**config.mk**
```make
export PLATFORM = sky130hd
export DESIGN_NAME = light_adc_readout
export DESIGN_NICKNAME = d
export VERILOG_FILES = /design/src/hw/light_adc_pkg.sv /design/src/hw/result_shadow.sv /design/src/hw/integration_timer.sv /design/src/hw/light_adc_readout.sv
export SDC_FILE = /design/constraint.sdc
export NUM_CORES = 1
export LEC_CHECK = 0
export ABC_CLOCK_PERIOD_IN_PS = 2400
export BUFFER_PORTS_ARGS = -buffer_cell sky130_fd_sc_hd__clkbuf_2
export CORE_UTILIZATION = 46
export CTS_CLUSTER_SIZE = 20
export DETAILED_ROUTE_END_ITERATION = 12
export HOLD_SLACK_MARGIN = 0.12
export PLACE_DENSITY = 0.77
export SETUP_SLACK_MARGIN = 0.3
export SYNTH_ARGS = -nofsm -noshare
export SYNTH_HDL_FRONTEND = slang
export SYNTH_HIERARCHICAL = 1
export SYNTH_SLANG_ARGS = --single-unit
```
**constraint.sdc**
```tcl
create_clock -name i_clk -period 2.4 [get_ports i_clk]
set_clock_uncertainty 0.15 [all_clocks]
set_input_delay 0.36 -clock i_clk [delete_from_list [all_inputs] [get_ports i_clk]]
set_output_delay 0.36 -clock i_clk [all_outputs]
set_load 0.005 [all_outputs]
```
**src/hw/light_adc_pkg.sv**
```systemverilog
// constants shared by the light converter result readout block
// =============================================================
// register map
// =============================================================
package light_adc_pkg;

    localparam logic [7:0] ADDR_CH0_RESULT_LOW = 8'h14;
    localparam logic [7:0] ADDR_CH0_RESULT_HIGH = 8'h15;
    localparam logic [7:0] ADDR_CH1_RESULT_LOW = 8'h16;
    localparam logic [7:0] ADDR_CH1_RESULT_HIGH = 8'h17;
    localparam logic [7:0] ADDR_COUNT_LOW = 8'h18;
    localparam logic [7:0] ADDR_COUNT_HIGH = 8'h19;
    localparam logic [7:0] ADDR_SECONDARY_ID = 8'h1E;

    // =============================================================
    // field positions and values after reset
    // =============================================================
    localparam int SECONDARY_ID_FLAG_BIT = 7;
    localparam logic [6:0] SECONDARY_ID_RESERVED_RESET = 7'h00;
    localparam logic [7:0] RESULT_BYTE_RESET = 8'h00;
    localparam logic [15:0] RESULT_RESET = 16'h0000;
    localparam logic [15:0] COUNT_RESET = 16'h0000;
    localparam logic [7:0] UNMAPPED_READ = 8'h00;

    // =============================================================
    // timing
    // =============================================================
    localparam int CLK_PERIOD_PS = 10000;
    // one count step of the manual integration timer, 10.9 us
    localparam int COUNT_STEP_PS = 10900000;
    localparam int COUNT_STEP_CYCLES = COUNT_STEP_PS / CLK_PERIOD_PS;
    localparam int STEP_WIDTH = $clog2(COUNT_STEP_CYCLES);

endpackage : light_adc_pkg

```
**src/hw/result_shadow.sv**
```systemverilog
// one channel result holder with its upper byte shadow latch
`timescale 1ns/1ps

module result_shadow
    import light_adc_pkg::*;
(
    input wire logic i_clk,
    input wire logic i_rst,
    input wire logic i_load,
    input wire logic [15:0] i_result,
    input wire logic i_capture,
    output logic [15:0] o_result,
    output logic [7:0] o_shadow
);
    import light_adc_pkg::*;

    logic [15:0] next_result;
    logic [7:0] next_shadow;

    // =============================================================
    // next state
    // =============================================================
    always_comb
    begin
        next_result = o_result;
        next_shadow = o_shadow;
        // only conversions load the result
        if (i_load)
        begin
            next_result = i_result;
        end
        // lower byte read strobes upper bits
        if (i_capture)
        begin
            next_shadow = o_result[15:8];
        end
    end

    always_ff @(posedge i_clk or posedge i_rst)
    begin
        if (i_rst)
        begin
            o_result <= RESULT_RESET;
            // shadow zero until first strobe
            o_shadow <= RESULT_BYTE_RESET;
        end
        else
        begin
            o_result <= next_result;
            o_shadow <= next_shadow;
        end
    end

endmodule : result_shadow

```
**src/hw/integration_timer.sv**
```systemverilog
// manual integration elapsed time counter in fixed steps
`timescale 1ns/1ps

module integration_timer
    import light_adc_pkg::*;
#(
    parameter int STEP_CYCLES = COUNT_STEP_CYCLES
)
(
    input wire logic i_clk,
    input wire logic i_rst,
    input wire logic i_active,
    output logic [15:0] o_count
);
    import light_adc_pkg::*;

    // prescaler sized from the parameter so any step length fits
    localparam int PRESCALE_WIDTH = (STEP_CYCLES > 1) ? $clog2(STEP_CYCLES) : 1;
    localparam logic [PRESCALE_WIDTH-1:0] STEP_LAST = PRESCALE_WIDTH'(STEP_CYCLES - 1);

    logic [PRESCALE_WIDTH-1:0] prescale;
    logic [PRESCALE_WIDTH-1:0] next_prescale;
    logic [15:0] next_count;
    logic active_d;

    // =============================================================
    // next state
    // =============================================================
    always_comb
    begin
        next_prescale = prescale;
        next_count = o_count;
        if (i_active && !active_d)
        begin
            // fresh integration starts from zero
            next_prescale = '0;
            next_count = COUNT_RESET;
        end
        // one count every step while integrating
        else if (i_active)
        begin
            if (prescale == STEP_LAST)
            begin
                next_prescale = '0;
                // wraps past 16 bits; the host keeps periods short
                next_count = o_count + 16'h0001;
            end
            else
            begin
                next_prescale = prescale + PRESCALE_WIDTH'(1);
            end
        end
    end

    always_ff @(posedge i_clk or posedge i_rst)
    begin
        if (i_rst)
        begin
            prescale <= '0;
            o_count <= COUNT_RESET;
            active_d <= 1'b0;
        end
        else
        begin
            prescale <= next_prescale;
            o_count <= next_count;
            active_d <= i_active;
        end
    end

    chk_count_step_one: assert property (@(posedge i_clk) disable iff (i_rst)
        $past(active_d && i_active)
        |-> (o_count == $past(o_count) || o_count == $past(o_count) + 16'h0001))
        else $error("integration count moved by other than one step");

    chk_count_restart: assert property (@(posedge i_clk) disable iff (i_rst)
        (i_active && !active_d) |=> (o_count == COUNT_RESET && prescale == '0))
        else $error("a new integration did not restart the count");

    chk_prescale_bound: assert property (@(posedge i_clk) disable iff (i_rst)
        (prescale == STEP_LAST && i_active && active_d) |=> (prescale == '0))
        else $error("step prescaler did not wrap at the step length");

endmodule : integration_timer

```
**src/hw/light_adc_readout.sv**
```systemverilog
// result, integration timer and identification register readout
// Operation
// each channel result is two bytes, low at the even address, from 14h and 16h.
// result bytes ignore bus writes and read zero until a conversion loads them.
// a word read at a low result byte returns the low and paired high byte together.
// the host reads a channel's low byte before its high byte.
// reading a low result byte copies that channel's upper bits into its shadow.
// reading a high result byte returns the shadow, coherent with the low byte read.
// a manual integration counts elapsed time in 10.9 us steps into 16 bits.
// the integration count reads low at 18h and high at 19h, zero after reset.
// the host keeps a manual integration within 714.3 ms to avoid overflow.
// register 1Eh carries a fixed identification flag in bit 7, bits 6 to 0 reserved.
// the host should never write register 1Eh even though it accepts writes.
// a high byte read without a prior low byte read returns the last shadow, zero at start.
`timescale 1ns/1ps

module light_adc_readout
    import light_adc_pkg::*;
#(
    // identification flag value, arbitrary
    parameter logic ID_FLAG = 1'b0,
    parameter int STEP_CYCLES = COUNT_STEP_CYCLES
)
(
    input wire logic i_clk,
    input wire logic i_rst,
    input wire logic i_rd,
    input wire logic i_rd_word,
    input wire logic i_wr,
    input wire logic [7:0] i_addr,
    input wire logic [7:0] i_wdata,
    input wire logic i_result_load,
    input wire logic [15:0] i_ch0_result,
    input wire logic [15:0] i_ch1_result,
    input wire logic i_manual_active,
    output logic [15:0] o_rdata,
    output logic o_rd_valid
);
    import light_adc_pkg::*;

    logic [15:0] ch_result [2];
    logic [7:0] ch_shadow [2];
    logic [15:0] conv_in [2];
    logic [1:0] capture;
    logic [7:0] eff_shadow [2];
    logic [15:0] manual_count;
    logic [7:0] secondary_id;
    logic [7:0] next_secondary_id;
    logic [15:0] next_rdata;
    logic next_rd_valid;
    logic [7:0] addr_next;

    localparam logic [7:0] SECONDARY_ID_RESET = {ID_FLAG, SECONDARY_ID_RESERVED_RESET};

    assign conv_in[0] = i_ch0_result;
    assign conv_in[1] = i_ch1_result;
    assign addr_next = i_addr + 8'h01;

    // =============================================================
    // channel results and shadows
    // =============================================================
    // a byte or word read at the low address strobes the shadow
    assign capture[0] = i_rd && (i_addr == ADDR_CH0_RESULT_LOW);
    assign capture[1] = i_rd && (i_addr == ADDR_CH1_RESULT_LOW);

    generate
        for (genvar ch = 0; ch < 2; ch++)
        begin : g_channel
            result_shadow u_result_shadow (
                .i_clk(i_clk),
                .i_rst(i_rst),
                .i_load(i_result_load),
                .i_result(conv_in[ch]),
                .i_capture(capture[ch]),
                .o_result(ch_result[ch]),
                .o_shadow(ch_shadow[ch])
            );
            // a word read sees the value being strobed this very cycle
            assign eff_shadow[ch] = capture[ch] ? ch_result[ch][15:8] : ch_shadow[ch];
        end
    endgenerate

    // =============================================================
    // manual integration timer
    // =============================================================
    integration_timer #(
        .STEP_CYCLES(STEP_CYCLES)
    ) u_integration_timer (
        .i_clk(i_clk),
        .i_rst(i_rst),
        .i_active(i_manual_active),
        .o_count(manual_count)
    );

    // =============================================================
    // read decode
    // =============================================================
    function automatic logic [7:0] read_byte(
        input logic [7:0] addr,
        input logic [15:0] res0,
        input logic [15:0] res1,
        input logic [7:0] sh0,
        input logic [7:0] sh1,
        input logic [15:0] cnt,
        input logic [7:0] sid
    );
        logic [7:0] value;
        value = UNMAPPED_READ;
        // low bytes at even addresses
        if (addr == ADDR_CH0_RESULT_LOW)
        begin
            value = res0[7:0];
        end
        // high bytes come from the shadow
        else if (addr == ADDR_CH0_RESULT_HIGH)
        begin
            value = sh0;
        end
        else if (addr == ADDR_CH1_RESULT_LOW)
        begin
            value = res1[7:0];
        end
        else if (addr == ADDR_CH1_RESULT_HIGH)
        begin
            value = sh1;
        end
        // integration count bytes
        else if (addr == ADDR_COUNT_LOW)
        begin
            value = cnt[7:0];
        end
        else if (addr == ADDR_COUNT_HIGH)
        begin
            value = cnt[15:8];
        end
        // identification flag in the top bit
        else if (addr == ADDR_SECONDARY_ID)
        begin
            value = sid;
        end
        return value;
    endfunction : read_byte

    always_comb
    begin
        next_rdata = 16'h0000;
        next_rd_valid = 1'b0;
        if (i_rd)
        begin
            next_rd_valid = 1'b1;
            next_rdata[7:0] = read_byte(i_addr, ch_result[0], ch_result[1],
                eff_shadow[0], eff_shadow[1], manual_count, secondary_id);
            // word read pairs the following byte in the same answer
            if (i_rd_word)
            begin
                next_rdata[15:8] = read_byte(addr_next, ch_result[0], ch_result[1],
                    eff_shadow[0], eff_shadow[1], manual_count, secondary_id);
            end
        end
    end

    // =============================================================
    // write decode
    // =============================================================
    always_comb
    begin
        next_secondary_id = secondary_id;
        // result and count bytes take no writes
        if (i_wr && (i_addr == ADDR_SECONDARY_ID))
        begin
            // stored as written; software is expected to leave it alone
            next_secondary_id = i_wdata;
        end
    end

    always_ff @(posedge i_clk or posedge i_rst)
    begin
        if (i_rst)
        begin
            o_rdata <= 16'h0000;
            o_rd_valid <= 1'b0;
            secondary_id <= SECONDARY_ID_RESET;
        end
        else
        begin
            o_rdata <= next_rdata;
            o_rd_valid <= next_rd_valid;
            secondary_id <= next_secondary_id;
        end
    end

    // =============================================================
    // checks
    // =============================================================
    chk_low_byte_read: assert property (@(posedge i_clk) disable iff (i_rst)
        (i_rd && !i_rd_word && i_addr == ADDR_CH0_RESULT_LOW)
        |=> (o_rd_valid && o_rdata == {8'h00, $past(ch_result[0][7:0])}))
        else $error("channel zero low byte read returned a wrong value");

    chk_result_read_only: assert property (@(posedge i_clk) disable iff (i_rst)
        (i_wr && !i_result_load)
        |=> ($stable(ch_result[0]) && $stable(ch_result[1])))
        else $error("a bus write altered a channel result");

    chk_word_pair: assert property (@(posedge i_clk) disable iff (i_rst)
        (i_rd && i_rd_word && i_addr == ADDR_CH1_RESULT_LOW)
        |=> (o_rd_valid && o_rdata == $past(ch_result[1])))
        else $error("word read did not return the full channel one value");

    chk_shadow_capture: assert property (@(posedge i_clk) disable iff (i_rst)
        (i_rd && i_addr == ADDR_CH0_RESULT_LOW)
        |=> (ch_shadow[0] == $past(ch_result[0][15:8])))
        else $error("low byte read did not strobe the channel zero shadow");

    chk_high_from_shadow: assert property (@(posedge i_clk) disable iff (i_rst)
        (i_rd && !i_rd_word && i_addr == ADDR_CH1_RESULT_HIGH)
        |=> (o_rdata[7:0] == $past(ch_shadow[1])))
        else $error("high byte read did not return the shadow");

    chk_count_high_read: assert property (@(posedge i_clk) disable iff (i_rst)
        (i_rd && !i_rd_word && i_addr == ADDR_COUNT_HIGH)
        |=> (o_rdata == {8'h00, $past(manual_count[15:8])}))
        else $error("integration count upper byte read wrong");

    chk_id_flag: assert property (@(posedge i_clk) disable iff (i_rst)
        (i_rd && i_addr == ADDR_SECONDARY_ID)
        |=> (o_rdata[SECONDARY_ID_FLAG_BIT] == $past(secondary_id[SECONDARY_ID_FLAG_BIT])))
        else $error("identification flag read mismatch");

    chk_shadow_hold: assert property (@(posedge i_clk) disable iff (i_rst)
        !(i_rd && (i_addr == ADDR_CH0_RESULT_LOW))
        |=> $stable(ch_shadow[0]))
        else $error("channel zero shadow changed without a low byte read");

    // =============================================================
    // read answer, shadow, load and identification write checks
    // =============================================================
    chk_ch0_word_pair: assert property (@(posedge i_clk) disable iff (i_rst)
        (i_rd && i_rd_word && i_addr == ADDR_CH0_RESULT_LOW)
        |=> (o_rd_valid && o_rdata == $past(ch_result[0])))
        else $error("word read did not return the full channel zero value");

    chk_ch1_low_read: assert property (@(posedge i_clk) disable iff (i_rst)
        (i_rd && !i_rd_word && i_addr == ADDR_CH1_RESULT_LOW)
        |=> (o_rdata == {8'h00, $past(ch_result[1][7:0])}))
        else $error("channel one low byte read returned a wrong value");

    chk_ch1_shadow_capture: assert property (@(posedge i_clk) disable iff (i_rst)
        (i_rd && i_addr == ADDR_CH1_RESULT_LOW)
        |=> (ch_shadow[1] == $past(ch_result[1][15:8])))
        else $error("low byte read did not strobe the channel one shadow");

    chk_ch0_high_shadow: assert property (@(posedge i_clk) disable iff (i_rst)
        (i_rd && !i_rd_word && i_addr == ADDR_CH0_RESULT_HIGH)
        |=> (o_rdata == {8'h00, $past(ch_shadow[0])}))
        else $error("channel zero high byte read did not return the shadow");

    chk_ch1_shadow_hold: assert property (@(posedge i_clk) disable iff (i_rst)
        !(i_rd && (i_addr == ADDR_CH1_RESULT_LOW))
        |=> $stable(ch_shadow[1]))
        else $error("channel one shadow changed without a low byte read");

    chk_count_low_read: assert property (@(posedge i_clk) disable iff (i_rst)
        (i_rd && !i_rd_word && i_addr == ADDR_COUNT_LOW)
        |=> (o_rdata == {8'h00, $past(manual_count[7:0])}))
        else $error("integration count lower byte read wrong");

    chk_count_word: assert property (@(posedge i_clk) disable iff (i_rst)
        (i_rd && i_rd_word && i_addr == ADDR_COUNT_LOW)
        |=> (o_rdata == $past(manual_count)))
        else $error("integration count word read wrong");

    chk_read_answer: assert property (@(posedge i_clk) disable iff (i_rst)
        i_rd |=> o_rd_valid)
        else $error("read request got no answer in the next cycle");

    chk_valid_pulse: assert property (@(posedge i_clk) disable iff (i_rst)
        !i_rd |=> (!o_rd_valid && o_rdata == 16'h0000))
        else $error("read answer stood without a read request");

    chk_result_load: assert property (@(posedge i_clk) disable iff (i_rst)
        i_result_load
        |=> (ch_result[0] == $past(i_ch0_result) && ch_result[1] == $past(i_ch1_result)))
        else $error("conversion load did not reach the channel results");

    chk_unmapped_read: assert property (@(posedge i_clk) disable iff (i_rst)
        (i_rd && !i_rd_word && i_addr > ADDR_SECONDARY_ID)
        |=> (o_rdata == {8'h00, UNMAPPED_READ}))
        else $error("unmapped address read returned data");

    chk_id_write: assert property (@(posedge i_clk) disable iff (i_rst)
        (i_wr && i_addr == ADDR_SECONDARY_ID)
        |=> (secondary_id == $past(i_wdata)))
        else $error("identification register did not take the written byte");

    chk_byte_upper_zero: assert property (@(posedge i_clk) disable iff (i_rst)
        (i_rd && !i_rd_word)
        |=> (o_rdata[15:8] == 8'h00))
        else $error("byte read left data in the upper half");

    chk_id_hold: assert property (@(posedge i_clk) disable iff (i_rst)
        !(i_wr && i_addr == ADDR_SECONDARY_ID)
        |=> $stable(secondary_id))
        else $error("identification register changed without a write");

endmodule : light_adc_readout

```
After elaboration in Yosys (flattened, before gate mapping)

Cells that the tools add are included.

Register bits: 101
Input bits: 55
Output and inout port bits: 17
Word-level logic and storage cells: 61

Add/sub/neg operators: 3
Equal/unequal tests: 15
Muxes and demuxes: 25
Reductions and logical operators: 8

Operator list:

| operator                                            | number |
|---|---|
| 2-to-1 mux 8 bit                                    | 17 |
| equality test 8 x 5 -> 1 bit, second input constant | 14 |
| 2-to-1 mux 16 bit                                   | 4 |
| 2-to-1 mux 11 bit                                   | 3 |
| adder 16 x 1 -> 16 bit, second input constant       | 1 |
| adder 11 x 1 -> 11 bit, second input constant       | 1 |
| equality test 11 bit, second input constant         | 1 |
| adder 8 x 1 -> 8 bit, second input constant         | 1 |
| logical AND 1 bit                                   | 4 |
| nonzero test 2 bit                                  | 2 |
| AND reduction 2 bit                                 | 1 |
| logical NOT 1 bit                                   | 1 |
| 2-to-1 mux 1 bit                                    | 1 |

Logic depth before layout (Yosys ltp)

Word-level depth: 11
Depth in mapped cells: 8
Gate-level depth less buffers: 6

Hierarchy

The synthesis kept the hierarchy.

Modules (own cells, without submodules):

| module            | instances | cells each | area an instance (µm²) | seq. area each (µm²) |
|---|---|---|---|---|
| light_adc_readout | 1         | 243        | 2158.3                 | 625.6 |
| result_shadow     | 2         | 52         | 948.4                  | 600.6 |
| integration_timer | 1         | 168        | 1575.3                 | 700.7 |

Worst setup path before layout

OpenSTA, ideal clock, no wires.

Kind: reg-to-reg
Start point: register u_integration_timer.prescale[7]
End point: register u_integration_timer.o_count[5]
Library setup time: 0.078 ns
Data arrival time: 1.914 ns
Required time: 2.172 ns
Slack: 0.259 ns
Stages on the path, launching flop included: 5
Path buffers: 0
Period minus slack after synthesis: 2.141 ns
Cells stage by stage: dfrtp_1 -> or4b_4 -> o31a_4 -> or4_1 -> a21oi_1

Longest elaborated chain between the ends: 3

Ends and longest elaborated chain:

| what                          | RTL line                | source |
|---|---|---|
| start: declaration            | integration_timer.sv:21 | `logic [PRESCALE_WIDTH-1:0] prescale;` |
| start signal: assignment      | integration_timer.sv:65 | `prescale <= next_prescale;` |
| equality test 11 bit          | integration_timer.sv:42 | `if (prescale == STEP_LAST)` |
| nonzero test 2 bit (no line)  | --                      |  |
| AND reduction 2 bit (no line) | --                      |  |
| end signal: assignment        | integration_timer.sv:66 | `o_count <= next_count;` |
| end: declaration              | integration_timer.sv:13 | `output logic [15:0] o_count` |

No other way between the ends.
A chain may end at the register's enable or synchronous reset.

Worst setup path in the final report

Start point: register u_integration_timer.prescale[5]
End point: register u_integration_timer.o_count[5]

Same word-level chain as after synthesis.

==> results.yml <==
run_status:
  status: "completed"
die:
  die_h_um: 112.6
  die-area_um2: 12690
  core-area_um2: 11960
  die_w_um: 112.6
  ios: 72
  start_util: 0.4707
  fp-row-count: 40
sta:
  final-hold-violation-count: 0
  fin_crit_ns: 2.141
  rsz0062_at_grt: "true"
  fin_crit_sh: 0.8919
  finalSetupViolCount: 0
  relSlewSlack: 0.4142
  worst_slew_pin_slew_ns: 0.8778
  max_freq_mhz: 467.2
  report.final.slew_viol_count: 0
  setup_tns_ns: 0
routing:
  routedWlPerCell_um: 18.80
  drtPass1Iterations: 5
  drt_iter0_drc: 304
  vias: 4538
  ant_nets: 0
  via_per_inst: 5.803
  route.detailed.drc: 0
  routed_wirelength_mm: 14.70
pwr:
  seq_power_share: 0.488
  internal-power_mw: 2.928
  powerDensity_nw_per_um2: 563.5
  p_sw_frac: 0.2534
  p_leak_nw: 3.124
  p_clk_frac: 0.368
  combPwrFrac: 0.144
  p_sw_mw: 0.9935
  vdd_drop_max_mv: 0.3597
setup_path:
  cpPeakStageDelay_ns: 0.57
  worst_setup_path_start_kind: "flop"
  r2r_end: "u_integration_timer/o_count[5]"
  path_class: "flop to flop"
  endpoint_kind: "flop"
  crit_arrival_ns: 2.28
  worstReg2RegStart: "u_integration_timer/prescale[5]"
  path_cells: "or4b_4, o31a_4, or4_1, a21oi_1"
  crit_required_ns: 2.54
  cp_slowest_cell: "or4b_4"
  path_max_fanout: 6
  worstRegToRegCells: 4
  rrSetupSlack_ns: 0.26
clock_tree:
  cts_root_buf: "clkbuf_16"
  clkTransAtPathRegs_ns: 0.07
  cts_tree: "built"
  clock_latency_ns: 0.35
  cts_made_buffers: 9
  h-tree-depth: 3
  max-clock-path-buffers: 2
  clock-sinks: 101
global_routing:
  gr-total-overflow: 0
  grt_max_degree: 29
  grt_pass1_wl_mm: 23.43
  antenna_found_initial: 0
  track_usage: 0.2394
  grt_pass1_vias: 4583
synth:
  ys_ff_latch: 101
  yosys.area.top_type: "dfrtp_1"
  netlist_instances: 515
  ys.warnings.count: 6
  synth_edf_count: 0
  synth_top_area_share: 0.4489
  synth_nets: 573
  synth_area_um2: 5630
  synth_area_leaders: "dfrtp_1 (45%), mux2_4 (7.5%), mux2i_1 (6.6%)"
  dominantRegCellSynth: "dfrtp_1"
  seq_area_frac_synth: 0.4489
  synth_most_common_cell: "dfrtp_1"
  ys_types: 60
  synth_area_per_cell_um2: 10.93
  async_reset_ff_frac: 1.000
  synth_common_cells: "dfrtp_1 (101), a21oi_1 (38), mux2i_1 (37)"
finish:
  antennaDiodeCount: 0
  stdcell_count: 782
  syn2layout_area_growth_pct: 23.60
  nets: 689
  drive_gt1_frac: 0.3228
placed_design:
  place.gp.congestion: 0.8581
  dpl.hpwl_mm: 10.49
  port_buffers: 71
  dp.cells: 714
worst_hold_path:
  whs_path_depth: 2
  min_to: "secondary_id[2]"
  hp-start: "i_wdata[2]"
  hold_class: "primary input to flop"
flow_run:
  max-cap-violations: 0
layer usage:
| metal | vias up | global-route usage | part of all wire |
|---|---|---|---|
| met5 | - | 0 | 0 |
| met4 | 0 | 0.09156 | 0.024 |
| met3 | 27 | 0.05238 | 0.058 |
| met2 | 178 | 0.3963 | 0.48 |
| met1 | 2186 | 0.3066 | 0.44 |
| li1 | 2147 | - | - |
worst max-delay path: cells and delay by family, from the launching register on:
| family | cells | cell delay [ns] |
|---|---|---|
| simple gates | 2 | 0.97 |
| compound gates | 2 | 0.50 |
| flops | 1 | 0.45 |
stage by stage:
step                area (um2)    util  hold slack, ns  total power [mW]  setup WS [ns]
floorplan                 5637       -          0.2246             2.252         0.2712
global placement          6061  0.5067          0.3135             2.390         0.2140
detailed placement        6061  0.5067          0.3232             2.416         0.1486
CTS                       6805  0.5689          0.1208             3.896         0.2636
global route              6959  0.5818          0.1262             4.066         0.2161
finish                    6959  0.5818          0.1156             3.921         0.2594
cells in the final DEF (no fill, tap or decap), drive strengths merged, types with 5 or more instances in the layout:
cell type	netlist	layout
o21ai	37	37
or4	9	9
a2bb2oi	5	5
a21oi	38	38
o2bb2ai	10	10
nand2b	5	5
dlygate4sd3	0	39
nand2	33	33
mux2i	37	37
a22oi	11	11
nand4	10	10
mux2	56	56
o22ai	9	9
o31ai	8	8
a22o	8	8
nor2	13	13
inv	15	15
dfrtp	101	101
or3	6	6
nor3	5	5
clkbuf	11	82
nand3	12	12
a31oi	7	7
buf	24	31
kinds of logic (layout without fill, tap and decap cells):
family	after synthesis	after routing	share of synthesized area
multiplexers	93	93	0.1964
AND/OR/NAND/NOR	120	120	0.1216
buffers and inverters	52	172	0.05600
AO/OA/AOI/OAI	142	142	0.1642
adder cells (fa/ha/maj)	3	3	0.006667
XOR/XNOR	4	4	0.006222
flip-flops	101	101	0.4489
state kept, by name, summed over array words and instances, names as in the netlist:
signal and cells:
g_channel.u_result_shadow/o_shadow 16, u_integration_timer/o_count 16, g_channel.u_result_shadow/o_result 32, o_rdata 16, secondary_id 8, u_integration_timer/active_d 1
o_rd_valid 1, u_integration_timer/prescale 11
worst max-delay path by stage:
stage                                    start                              to  slack, ns  depth (start not counted)
2_1_floorplan  u_integration_timer/prescale[8]  u_integration_timer/o_count[5]       0.27                          4
3_3_place_gp   u_integration_timer/prescale[8]  u_integration_timer/o_count[5]       0.21                          4
3_5_place_dp   u_integration_timer/prescale[1]  u_integration_timer/o_count[8]       0.15                          6
4_1_cts        u_integration_timer/prescale[7]  u_integration_timer/o_count[5]       0.26                          4
5_1_grt        u_integration_timer/prescale[5]  u_integration_timer/o_count[5]       0.22                          4
6_report       u_integration_timer/prescale[5]  u_integration_timer/o_count[5]       0.26                          4
power groups by stage:
stage / clock network [mW] / registers, mW / logic (mW)
2_1_floorplan: 0 / 1.90 / 0.355
6_report: 1.44 / 1.91 / 0.564
5_1_grt: 1.52 / 1.93 / 0.618
3_3_place_gp: 0 / 1.93 / 0.457
3_5_place_dp: 0 / 1.94 / 0.475
4_1_cts: 1.45 / 1.91 / 0.530
layout make-up:
type	instances	area, um2
clock buffers	11	242.7
clock inverters	4	48.80
fillers	986	5002
inverters	16	60.06
multi-input cells	362	2898
flip-flops and latches	101	2531
well taps	147	183.9
repair buffers	141	994.7
repair_timing:
action | 4_1_cts | 5_1_grt
endpoints found under the hold margin | 115 | 1
hold buffers | 38 | 1
resized for setup | 5 | 22
setup buffers | 6 | 8
setup endpoints to repair | 11 | 12
pin swaps | 3 | 9
(Power assumes the default switching activity.)
